**config.mk**
```make
export PLATFORM = sky130hd
export DESIGN_NAME = arw_top
export DESIGN_NICKNAME = d
export VERILOG_FILES = /design/src/hdl/arw_pkg.sv /design/src/hdl/arw_cmp_if.sv /design/src/hdl/arw_window_cmp.sv /design/src/hdl/arw_clk_gen.sv /design/src/hdl/arw_top.sv
export VERILOG_INCLUDE_DIRS = /design/src /design/src/hdl
export SDC_FILE = /design/constraint.sdc
export NUM_CORES = 1
export LEC_CHECK = 0
export ABC_AREA = 0
export BUFFER_PORTS_ARGS = -buffer_cell sky130_fd_sc_hd__clkbuf_2
export CORE_UTILIZATION = 44
export CTS_CLUSTER_SIZE = 30
export DETAILED_ROUTE_END_ITERATION = 10
export HOLD_SLACK_MARGIN = 0.08
export MAX_ROUTING_LAYER = met4
export SETUP_SLACK_MARGIN = 0.05
export SYNTH_ARGS = -nofsm -noshare
export SYNTH_HDL_FRONTEND = slang
export SYNTH_SLANG_ARGS = --single-unit
```
**constraint.sdc**
```tcl
create_clock -name clk_i -period 5.5 [get_ports clk_i]
set_input_delay 0.275 -clock clk_i [delete_from_list [all_inputs] [get_ports clk_i]]
set_output_delay 0.275 -clock clk_i [all_outputs]
set_load 0.1 [all_outputs]
```
**src/hdl/arw_params.svh**
```systemverilog
// Function
// - run_while_halted low stops block and ignores triggers
// - one shared 8-bit latch, software readable writable
// - low byte at base, high byte at base+1
// - outcome read-only, 16 bits, sample in 9:0
// - sample saturates at 0x3ff, floors at zero
// - up to 64 samples, total capped 0xffc0
// - unsigned straight binary, 0x0000 zero
// - 16-bit low limit, reset zero, compared
// - 16-bit high limit, reset zero, compared
// - window compares final accumulated total only
// - ratio bit clear gives 50% clock
// - ratio bit set gives 25% high clock
// - window mode none below above inside outside
// - measurement end sets ready flag, and window flag on a match
// - flags cleared by write one or outcome read
`ifndef ARW_PARAMS_SVH
`define ARW_PARAMS_SVH
`define ARW_OFS_MODE 5'h04
`define ARW_OFS_FLAGS 5'h0b
`define ARW_OFS_HALT 5'h0c
`define ARW_OFS_LATCH 5'h0d
`define ARW_OFS_OUT 5'h10
`define ARW_OFS_WLO 5'h12
`define ARW_OFS_WHI 5'h14
`define ARW_OFS_RATIO 5'h16
`define ARW_RST_RATIO 8'h01
`define ARW_SAMPLE_MAX 10'h3ff
`define ARW_ACC_MAX 16'hffc0
`define ARW_ACC_LIMIT 7'h40
`define ARW_BIT_READY 0
`define ARW_BIT_MATCH 1
`define ARW_CLKDIV_PERIOD 4
`endif

```
**src/hdl/arw_pkg.sv**
```systemverilog
package arw_pkg;
  // window comparison selection
  typedef enum logic [2:0] {
    ARW_WIN_NONE, ARW_WIN_BELOW, ARW_WIN_ABOVE, ARW_WIN_INSIDE,
    ARW_WIN_OUTSIDE
  } arw_win_mode_t;
endpackage

```
**src/hdl/arw_cmp_if.sv**
```systemverilog
`timescale 1ns/1ps
// window compare request and answer
interface arw_cmp_if;
  logic [15:0] value;
  logic [15:0] low_limit;
  logic [15:0] high_limit;
  logic [2:0] mode;
  logic match;
  modport ctrl (output value, output low_limit, output high_limit,
    output mode, input match);
  modport cmp (input value, input low_limit, input high_limit,
    input mode, output match);
endinterface

```
**src/hdl/arw_window_cmp.sv**
```systemverilog
`timescale 1ns/1ps
// combinational window comparator, unsigned
module arw_window_cmp (
  arw_cmp_if.cmp c
);
  wire below = c.value < c.low_limit;
  wire above = c.value > c.high_limit;
  // reserved codes never match
  assign c.match = (c.mode == 3'(arw_pkg::ARW_WIN_BELOW)) ? below :
    (c.mode == 3'(arw_pkg::ARW_WIN_ABOVE)) ? above :
    (c.mode == 3'(arw_pkg::ARW_WIN_INSIDE)) ? (!below && !above &&
      c.value != c.low_limit && c.value != c.high_limit) :
    (c.mode == 3'(arw_pkg::ARW_WIN_OUTSIDE)) ? (below || above) : 1'b0;
endmodule

```
**src/hdl/arw_clk_gen.sv**
```systemverilog
`timescale 1ns/1ps
`include "arw_params.svh"
// converter clock, period of four peripheral clocks
module arw_clk_gen (
  input wire logic clk_i,
  input wire logic rst_n_i,
  input wire logic quarter_i,
  output logic conv_clk_o
);
  logic [1:0] phase_r;
  // free-running phase counter
  always_ff @(posedge clk_i or negedge rst_n_i) begin
    if (!rst_n_i) begin
      phase_r <= 2'h0;
      conv_clk_o <= 1'b0;
    end else begin
      phase_r <= phase_r + 2'h1;
      // high one quarter or two quarters of the period
      conv_clk_o <= quarter_i ? (phase_r == 2'h3) : phase_r[1];
    end
  end
endmodule

```
**src/hdl/arw_top.sv**
```systemverilog
// The plain strobed port was chosen for this implementation.
`timescale 1ns/1ps
`include "arw_params.svh"
// result, window and latch register back end
module arw_top (
  input wire logic clk_i,
  input wire logic rst_n_i,
  input wire logic [4:0] addr_i,
  input wire logic [7:0] wdata_i,
  input wire logic wr_i,
  input wire logic rd_i,
  output logic [7:0] rdata_o,
  input wire logic cpu_halted_i,   // pin domain, synchronised
  input wire logic trigger_i,      // one-cycle start event
  input wire logic sample_valid_i, // core sample strobe
  input wire logic [10:0] sample_i, // signed-ish raw, bit 10 = below ground
  input wire logic [6:0] acc_count_i, // samples per measurement, 1..64
  output logic conv_run_o,
  output logic conv_clk_o,
  output logic outcome_ready_flag_o,
  output logic window_match_flag_o
);
  ////////////////////////////////////////////////////////////////////////
  logic halt_s1_r; // first sync stage, may be metastable
  logic halt_s2_r; // settled halt level
  logic [7:0] latch_r; // byte_pair_latch
  logic [15:0] outcome_r; // conversion_outcome
  logic [15:0] wlo_r; // window_low_limit
  logic [15:0] whi_r; // window_high_limit
  logic [7:0] ratio_r; // clock_ratio_ctrl
  logic [7:0] halt_ctrl_r; // halt_behaviour_ctrl
  logic [2:0] mode_r; // window_mode_field
  logic ready_r; // outcome_ready_flag
  logic match_r; // window_match_flag
  logic busy_r; // measurement in progress
  logic [15:0] acc_r; // running total of samples
  logic [6:0] cnt_r; // samples taken so far
  logic conv_clk; // divider output, one more stage to the pin
  arw_cmp_if cif (); // window compare request and answer

  // saturate one sample to ten bits
  // bit 10 marks an input below ground and wins over the raw bits
  function automatic logic [9:0] clamp(input logic [10:0] s);
    if (s[10]) return 10'h000;            // below ground
    if (s[9:0] > `ARW_SAMPLE_MAX) return `ARW_SAMPLE_MAX;
    return s[9:0];
  endfunction
  ////////////////////////////////////////////////////////////////////////
  // decode, named wires
  wire wr_latch = wr_i && addr_i == `ARW_OFS_LATCH;
  wire wr_wlo_l = wr_i && addr_i == `ARW_OFS_WLO;
  wire wr_wlo_h = wr_i && addr_i == (`ARW_OFS_WLO + 5'h01);
  wire wr_whi_l = wr_i && addr_i == `ARW_OFS_WHI;
  wire wr_whi_h = wr_i && addr_i == (`ARW_OFS_WHI + 5'h01);
  wire wr_ratio = wr_i && addr_i == `ARW_OFS_RATIO;
  wire wr_halt = wr_i && addr_i == `ARW_OFS_HALT;
  wire wr_mode = wr_i && addr_i == `ARW_OFS_MODE;
  wire wr_flags = wr_i && addr_i == `ARW_OFS_FLAGS;
  wire rd_out_l = rd_i && addr_i == `ARW_OFS_OUT;
  wire rd_wlo_l = rd_i && addr_i == `ARW_OFS_WLO;
  wire rd_whi_l = rd_i && addr_i == `ARW_OFS_WHI;
  wire run_while_halted = halt_ctrl_r[0];
  wire stopped = halt_s2_r && !run_while_halted;
  wire [9:0] samp = clamp(sample_i);
  wire [15:0] acc_sum = acc_r + {6'h00, samp};
  wire [6:0] target = (acc_count_i == 7'h00 || acc_count_i > `ARW_ACC_LIMIT)
    ? 7'h01 : acc_count_i;
  // at or past the target, so a count lowered mid-run still ends the total
  wire last = sample_valid_i && busy_r && !stopped &&
    (cnt_r + 7'h01 >= target);
  wire start = trigger_i && !busy_r && !stopped;
  // final total only is compared
  assign cif.value = acc_sum;
  assign cif.low_limit = wlo_r;
  assign cif.high_limit = whi_r;
  assign cif.mode = mode_r;
  wire ready_set = last;
  wire match_set = last && cif.match;
  // clear by outcome read or write of one; set wins
  wire ready_nxt = ready_set ||
    (ready_r && !rd_out_l && !(wr_flags && wdata_i[`ARW_BIT_READY]));
  wire match_nxt = match_set ||
    (match_r && !rd_out_l && !(wr_flags && wdata_i[`ARW_BIT_MATCH]));
  wire [7:0] rd_mux =
    (addr_i == `ARW_OFS_LATCH) ? latch_r :
    (addr_i == `ARW_OFS_OUT) ? outcome_r[7:0] :
    (addr_i == `ARW_OFS_OUT + 5'h01) ? latch_r :
    (addr_i == `ARW_OFS_WLO) ? wlo_r[7:0] :
    (addr_i == `ARW_OFS_WLO + 5'h01) ? latch_r :
    (addr_i == `ARW_OFS_WHI) ? whi_r[7:0] :
    (addr_i == `ARW_OFS_WHI + 5'h01) ? latch_r :
    (addr_i == `ARW_OFS_RATIO) ? ratio_r :
    (addr_i == `ARW_OFS_HALT) ? halt_ctrl_r :
    (addr_i == `ARW_OFS_MODE) ? {5'h00, mode_r} :
    (addr_i == `ARW_OFS_FLAGS) ? {6'h00, match_r, ready_r} : 8'h00;

  arw_window_cmp u_cmp (.c(cif));
  arw_clk_gen u_clk (
    .clk_i(clk_i),
    .rst_n_i(rst_n_i),
    .quarter_i(ratio_r[0]),
    .conv_clk_o(conv_clk)
  );
  ////////////////////////////////////////////////////////////////////////
  // halt level crosses in from the debug domain
  always_ff @(posedge clk_i or negedge rst_n_i) begin
    if (!rst_n_i) begin
      halt_s1_r <= 1'b0;
      halt_s2_r <= 1'b0;
    end else begin
      halt_s1_r <= cpu_halted_i;
      halt_s2_r <= halt_s1_r;
    end
  end

  // shared latch: low reads capture high, low writes park
  always_ff @(posedge clk_i or negedge rst_n_i) begin
    if (!rst_n_i) latch_r <= 8'h00;
    else if (wr_latch || wr_wlo_l || wr_whi_l) latch_r <= wdata_i;
    else if (rd_out_l) latch_r <= outcome_r[15:8];
    else if (rd_wlo_l) latch_r <= wlo_r[15:8];
    else if (rd_whi_l) latch_r <= whi_r[15:8];
  end

  // limits commit on the high byte write only
  always_ff @(posedge clk_i or negedge rst_n_i) begin
    if (!rst_n_i) begin
      wlo_r <= 16'h0000;
      whi_r <= 16'h0000;
    end else begin
      if (wr_wlo_h) wlo_r <= {wdata_i, latch_r};
      if (wr_whi_h) whi_r <= {wdata_i, latch_r};
    end
  end

  // control registers
  always_ff @(posedge clk_i or negedge rst_n_i) begin
    if (!rst_n_i) begin
      ratio_r <= `ARW_RST_RATIO;
      halt_ctrl_r <= 8'h00;
      mode_r <= 3'h0;
    end else begin
      if (wr_ratio) ratio_r <= {7'h00, wdata_i[0]};
      if (wr_halt) halt_ctrl_r <= {7'h00, wdata_i[0]};
      if (wr_mode) mode_r <= wdata_i[2:0];
    end
  end

  // accumulation; outcome is read-only to software
  always_ff @(posedge clk_i or negedge rst_n_i) begin
    if (!rst_n_i) begin
      busy_r <= 1'b0;
      acc_r <= 16'h0000;
      cnt_r <= 7'h00;
      outcome_r <= 16'h0000;
    end else if (start) begin
      busy_r <= 1'b1;
      acc_r <= 16'h0000;
      cnt_r <= 7'h00;
    end else if (last) begin
      busy_r <= 1'b0;
      outcome_r <= acc_sum;
    end else if (sample_valid_i && busy_r && !stopped) begin
      acc_r <= acc_sum;
      cnt_r <= cnt_r + 7'h01;
    end
  end

  // flags and bus answer
  always_ff @(posedge clk_i or negedge rst_n_i) begin
    if (!rst_n_i) begin
      ready_r <= 1'b0;
      match_r <= 1'b0;
      rdata_o <= 8'h00;
      conv_run_o <= 1'b0;
      conv_clk_o <= 1'b0;
    end else begin
      ready_r <= ready_nxt;
      match_r <= match_nxt;
      rdata_o <= rd_i ? rd_mux : 8'h00;
      conv_run_o <= busy_r && !stopped;
      conv_clk_o <= conv_clk;
    end
  end
  assign outcome_ready_flag_o = ready_r;
  assign window_match_flag_o = match_r;
endmodule

```
Yosys cells after proc, flatten, opt, wreduce, memory -nomap -nowiden. Cells that the tools add are included.

Muxes and demuxes: 37. Bitwise operators: 1. $add $sub $neg: 3. Equality and inequality tests: 19. Magnitude comparators: 5. Reduce and logical (&&, ||, !) cells: 49.

Operators by type and width (count): $mux 8 (12); $mux 16 (3); $mux 10 (4); $eq 5x5->1 const B (7); $ne 16x16->1 (2); $logic_and 1x1->1 (29); $mux 7 (4); $add 16x10->16 (1); $gt 16x16->1 (1); $lt 16x16->1 (1); $eq 5x4->1 const B (3); $gt 10x10->1 const B (1); $mux 1 (10); $mux 3 (3); $logic_not 1->1 (8); $add 7x1->7 const B (1); $ge 7x7->1 (1); $gt 7x7->1 const B (1); $logic_not 7->1 (1); $eq 3x2->1 const B (2); $logic_or 1x1->1 (6); $eq 5x3->1 const B (1); $reduce_and 2->1 (2); $reduce_bool 2->1 (2); 8 further kinds (8).

Bits in registers: 102. Output and inout port bits: 12. Logic and storage cells: 133.

Logic depth before layout (Yosys ltp).
Depth in word-level cells: 16. Depth in mapped cells: 15. Mapped depth without buffers: 15.

By module. From an unflattened synthesis, not the netlist that was laid out.

Cell total of the unflattened synthesis: 603. Area, all modules: 6217.2 sq um.

Modules (own cells, without submodules): arw_top (area an instance 5237.5 sq um, cells each 479, instances 1, seq. area each 2478.6 sq um); arw_window_cmp (area an instance 873.3 sq um, cells each 118, instances 1, seq. area each 0.0 sq um); arw_clk_gen (area an instance 106.4 sq um, cells each 6, instances 1, seq. area each 75.1 sq um).

Least setup slack after synthesis. No wires, ideal clock.

Kind: input to register. From: input sample_i[0]. To: register match_r (netlist: window_match_flag_o). Arrival time: 3549 ps. Library setup time: 128 ps. Cell stages on the path: 15. Setup slack: 1822 ps. Path through: nor2b_1 ha_1 fa_1 a21oi_1 o2111ai_1 a31oi_4 nand3b_4 xnor2_1 ha_1 nand4_1 or4_4 o311a_1 nand4_1 mux2_1 a31oi_1.

Cells in the longest elaborated chain, start to end: 16. Elaborated cells on any way between the ends: 23. Those cells by class: add/sub (1); order compare (3); eq/ne (2); mux (9); reduce/logical (8).

RTL lines: from (decl) (line arw_top.sv:16) `input wire logic [10:0] sample_i,`; $gt 10x10->1 (no source line); $mux 1 (2 in a row) (line arw_top.sv:45) `` if (s[9:0] > `ARW_SAMPLE_MAX) return `ARW_SAMPLE_MAX; ``; $mux 10 (*) (line arw_top.sv:46) `return s[9:0];`; $mux 10 (*) (line arw_top.sv:45); $add 16x10->16 (*) (line arw_top.sv:65) `wire [15:0] acc_sum = acc_r + {6'h00, samp};`; via acc_sum[12] (line arw_top.sv:65); $lt 16x16->1 or $gt 16x16->1 (tied branches) (line arw_window_cmp.sv:6, arw_window_cmp.sv:7); $logic_not 1->1 (line arw_window_cmp.sv:11) `(c.mode == 3'(arw_pkg::ARW_WIN_INSIDE)) ? (!below && !above &&`; $logic_and 1x1->1 (2 in a row) (line arw_window_cmp.sv:11); $logic_and 1x1->1 (line arw_window_cmp.sv:12) `c.value != c.low_limit && c.value != c.high_limit) :`; $mux 1 (line arw_window_cmp.sv:11); $mux 1 (line arw_window_cmp.sv:10) `(c.mode == 3'(arw_pkg::ARW_WIN_ABOVE)) ? above :`; $mux 1 (*) (line arw_window_cmp.sv:9) `assign c.match = (c.mode == 3'(arw_pkg::ARW_WIN_BELOW)) ? below :`; $logic_and 1x1->1 (*) (line arw_top.sv:78) `wire match_set = last && cif.match;`; $logic_or 1x1->1 (*) (line arw_top.sv:82) `wire match_nxt = match_set ||`; via match_nxt (line arw_top.sv:82); to (signal assigned) (line arw_top.sv:179) `match_r <= match_nxt;`; to (decl) (line arw_top.sv:34) `logic match_r;`.

Mark *: on every way through the listed nets, which the timed path passes. The rest lies on a longest branch. The select of a mux whose other input is x is not followed. A chain may end at the register's enable or synchronous reset.

Worst setup path in the final report.
From: register acc_r[0]. To: register match_r (netlist: window_match_flag_o).

Cells in the longest elaborated chain, start to end: 11. Elaborated cells on any way between the ends: 17. Those cells by class: add/sub (1); order compare (2); eq/ne (2); mux (4); reduce/logical (8).

RTL lines: from (decl) (line arw_top.sv:36) `logic [15:0] acc_r;`; from (signal assigned) (line arw_top.sv:164) `acc_r <= acc_sum;`; $add 16x10->16 (*) (line arw_top.sv:65); via acc_sum[12] (line arw_top.sv:65); $lt 16x16->1 or $gt 16x16->1 (tied branches) (line arw_window_cmp.sv:6, arw_window_cmp.sv:7); $logic_not 1->1 (line arw_window_cmp.sv:11); $logic_and 1x1->1 (2 in a row) (line arw_window_cmp.sv:11); $logic_and 1x1->1 (line arw_window_cmp.sv:12); $mux 1 (line arw_window_cmp.sv:11); $mux 1 (line arw_window_cmp.sv:10); $mux 1 (*) (line arw_window_cmp.sv:9); $logic_and 1x1->1 (*) (line arw_top.sv:78); $logic_or 1x1->1 (*) (line arw_top.sv:82); via match_nxt (line arw_top.sv:82).

Mark *: on every way through the listed nets, which the timed path passes. The rest lies on a longest branch.

==> results.py <==
metrics = {
    "synth": {
        "synth_area_um2": 6330,
        "async_flop_share_pct": 100,
        "synthTopCellsByArea": "dfrtp_1 (40%), ha_1 (10%), a21oi_1 (3.5%), nand2_1 (3.4%), o21ai_0 (3.3%)",
        "yosysTopAreaCellShare_pct": 39.9,
        "synth_cell_types": 73,
        "syn_nets": 750,
        "synth_cells": 660,
        "synth_sequential_area_ratio_pct": 40.4,
        "synth_ff_type": "dfrtp_1",
        "synth-edff-count": 0,
        "synth_seq_cells": 102,
        "ys_warn_count": 0,
        "synth_most_common_cell": "dfrtp_1",
        "synth.avg_cell_area_um2": 9.59,
        "synth_commonest_cells": "dfrtp_1 (101), nand2_1 (58), ha_1 (51)",
        "yosysTopAreaCell": "dfrtp_1",
    },
    "floorplanning": {
        "die_h_um": 122,
        "die_w_um": 122,
        "initial_core_util_pct": 45.4,
        "core_area_um2": 13900,
        "row_count": 43,
        "die_area_um2": 14900,
        "io_pins": 50,
    },
    "sta": {
        "fin_crit_sh_pct": 74.6,
        "setup-violations-final": 0,
        "max_freq_mhz": 244,
        "grt_setup_unrepaired": "no",
        "finalSetupTns_ns": 0,
        "hold_ws_ns": 0.162,
        "hold_viol_final": 0,
        "fin_crit_ns": 4.10,
        "finClkSkew_ns": 0.0153,
        "worst_pin_slew_ns": 1.16,
        "drv_slew": 0,
        "slew_headroom_pct": 22.7,
    },
    "layout": {
        "fin_util_pct": 50.4,
        "final_cells": 886,
        "final_nets": 791,
        "postLayoutCellArea_um2": 7030,
        "areaGrowthSynthToFinish_pct": 11.1,
        "n_fill_cell": 1317,
        "diodes": 0,
        "layout-drive-gt1-share_pct": 16.0,
    },
    "drt": {
        "vias_per_cell": 5.83,
        "drt_iter0_markers": 420,
        "drc_errors": 0,
        "vias": 5168,
        "antenna_left": 0,
        "totalWireLength_um": 16300,
        "dr.pass1.iters": 6,
        "wl_per_cell_um": 18.4,
    },
    "setup_path": {
        "cp_data_arrival_time_ns": 4.39,
        "cp_max_fo": 5,
        "slowest_stage": "or4_4",
        "crit_family": "compound AO/OA/AOI/OAI gates",
        "cp_num_cells": 14,
        "cpMostUsedCell": "ha_1",
        "cp.buffers_inverters": 0,
        "cp-start-kind": "register",
        "crit_type": "register to register",
        "cp.required_ns": 5.78,
        "path_cells": "ha_1 > fa_1 > a21oi_1 > o2111ai_1 > a31oi_4 > nand3b_4 > xnor2_1 > ha_1 > nand4_1 > or4_4 > a21oi_2 > a211oi_1 > mux2_1 > a31oi_1",
        "worst_r2r_path_depth": 14,
        "crit_path_max_incr_delay_ns": 0.58,
        "endpoint_kind": "register",
    },
    "grt": {
        "grt_pass1_wl_um": 27000,
        "gr-total-overflow": 0,
        "grt_start_max_net_pins": 55,
        "antenna_found_initial": 0,
        "grt_pass1_vias": 5141,
        "grt.total_usage_pct": 24.6,
    },
    "clocking": {
        "hold_buffers": 2,
        "cts.clk_slew.worst_paths_ns": 0.07,
        "cts.sinks": 102,
        "htreeDepth": 3,
        "post_cts_buffers": 0,
        "numCtsBuffers": 9,
        "root_buffer": "clkbuf_16",
        "cts_tree": "yes",
        "cts_resized": 0,
        "clk_latency_ns": 0.37,
        "cts.path.max_buffers": 2,
    },
    "worst_hold_path": {
        "holdPathStages": 3,
        "hold_class": "input pin to register",
    },
    "place": {
        "place_congestion": 0.944,
        "dp.cells": 868,
        "dp_hpwl_um": 12100,
        "place_area_um2": 6700,
        "portBuffers": 49,
    },
    "power_and_ir_drop": {
        "p_leak_nw": 3.28,
        "powerDensity_nw_per_um2": 445,
        "vdd_drop_max_mv": 0.256,
    },
    "status": {
        "status": "completed",
    },
    "run": {
        "maxCapViolCount": 0,
    },
}
-- logic make-up after synthesis --
logic type	after synthesis	synth area share, %
adder cells (fa/ha/maj)	52	10.4
AND/OR/NAND/NOR	201	16.4
AO/OA/AOI/OAI	194	20.7
multiplexers	29	5.52
XOR/XNOR	15	2.08
buffers and inverters	67	4.55
flip-flops	102	40.4
-- tightest hold or removal path, delay by kind of cell --
family / cells / cell delay, ns
AO/OA/AOI/OAI: 1 / 0.06
buffers and inverters: 1 / 0.10
AND/OR/NAND/NOR: 1 / 0.05
-- sequential cells by signal (all words and copies together), names as in the netlist, 2 cells and up --
| name | cells |
|---|---|
| acc_r | 16 |
| cif.high_limit | 16 |
| cif.low_limit | 16 |
| outcome_r | 16 |
| latch_r | 8 |
| rdata_o | 8 |
| cnt_r | 7 |
| cif.mode | 3 |
| u_clk.phase_r | 2 |
-- area by class of cell --
type | instances | area, um^2 | area share (%)
clock buffer | 10 | 239 | 3.40
clock inverter | 6 | 68.8 | 0.979
inverter | 42 | 158 | 2.24
multi-input combinational | 491 | 3490 | 49.6
sequential | 102 | 2550 | 36.3
tap | 180 | 225 | 3.20
timing repair buffer | 55 | 298 | 4.24
-- cells in the final DEF, fill, tap and decap left out, types with 4 or more instances in the layout --
master and n:
a211oi_1 4, a21o_1 8, a21oi_1 44, a222oi_1 5, a22o_1 20, a22oi_1 4, a31oi_1 8, and2_1 6
and3_1 8, buf_4 5, clkbuf_16 9, clkbuf_2 48, dfrtp_1 101, ha_1 51, inv_1 41, mux2_2 18
mux2_4 7, nand2_1 58, nand2b_1 16, nand3_1 11, nand4_1 10, nor2_1 42, nor2b_1 14, nor3_1 12
o211ai_1 10, o21a_1 5, o21ai_0 42, o22ai_1 11, xnor2_1 11, xor2_1 4
-- through the flow --
stage               worst slack, ns  power, mW
global route                   1.14       3.35
finish                         1.40       3.13
global placement               1.42       2.41
CTS                            1.41       3.14
floorplan                      1.82       2.08
detailed placement             1.30       2.45
-- power by group --
group          total (mW)  switching (mW)  internal (mW)
clock               0.673           0.304          0.369
combinational        1.32           0.789          0.528
sequential           1.13           0.182          0.953
-- layer usage --
layer	vias to the layer above	part of all wire (%)	GRT usage, %
li1	2487	-	-
met1	2506	46	31.6
met2	152	46	37.9
met3	23	5.6	5.71
met4	0	2.4	8.56
met5	-	0	-
-- path summary, 6_finish.rpt --
check / slack (ns) / to / start
max: 1.40 / window_match_flag_o / acc_r[0]
min reg2reg: 0.35 / conv_clk_o / u_clk.conv_clk_o
min in group asynchronous: 0.51 / halt_ctrl_r[0] / rst_n_i
max reg2reg: 1.40 / window_match_flag_o / acc_r[0]
min: 0.16 / cif.high_limit[13] / wdata_i[5]
max in group asynchronous: 3.90 / cif.high_limit[9] / rst_n_i
Note: power is estimated with default switching activity, not from simulation.
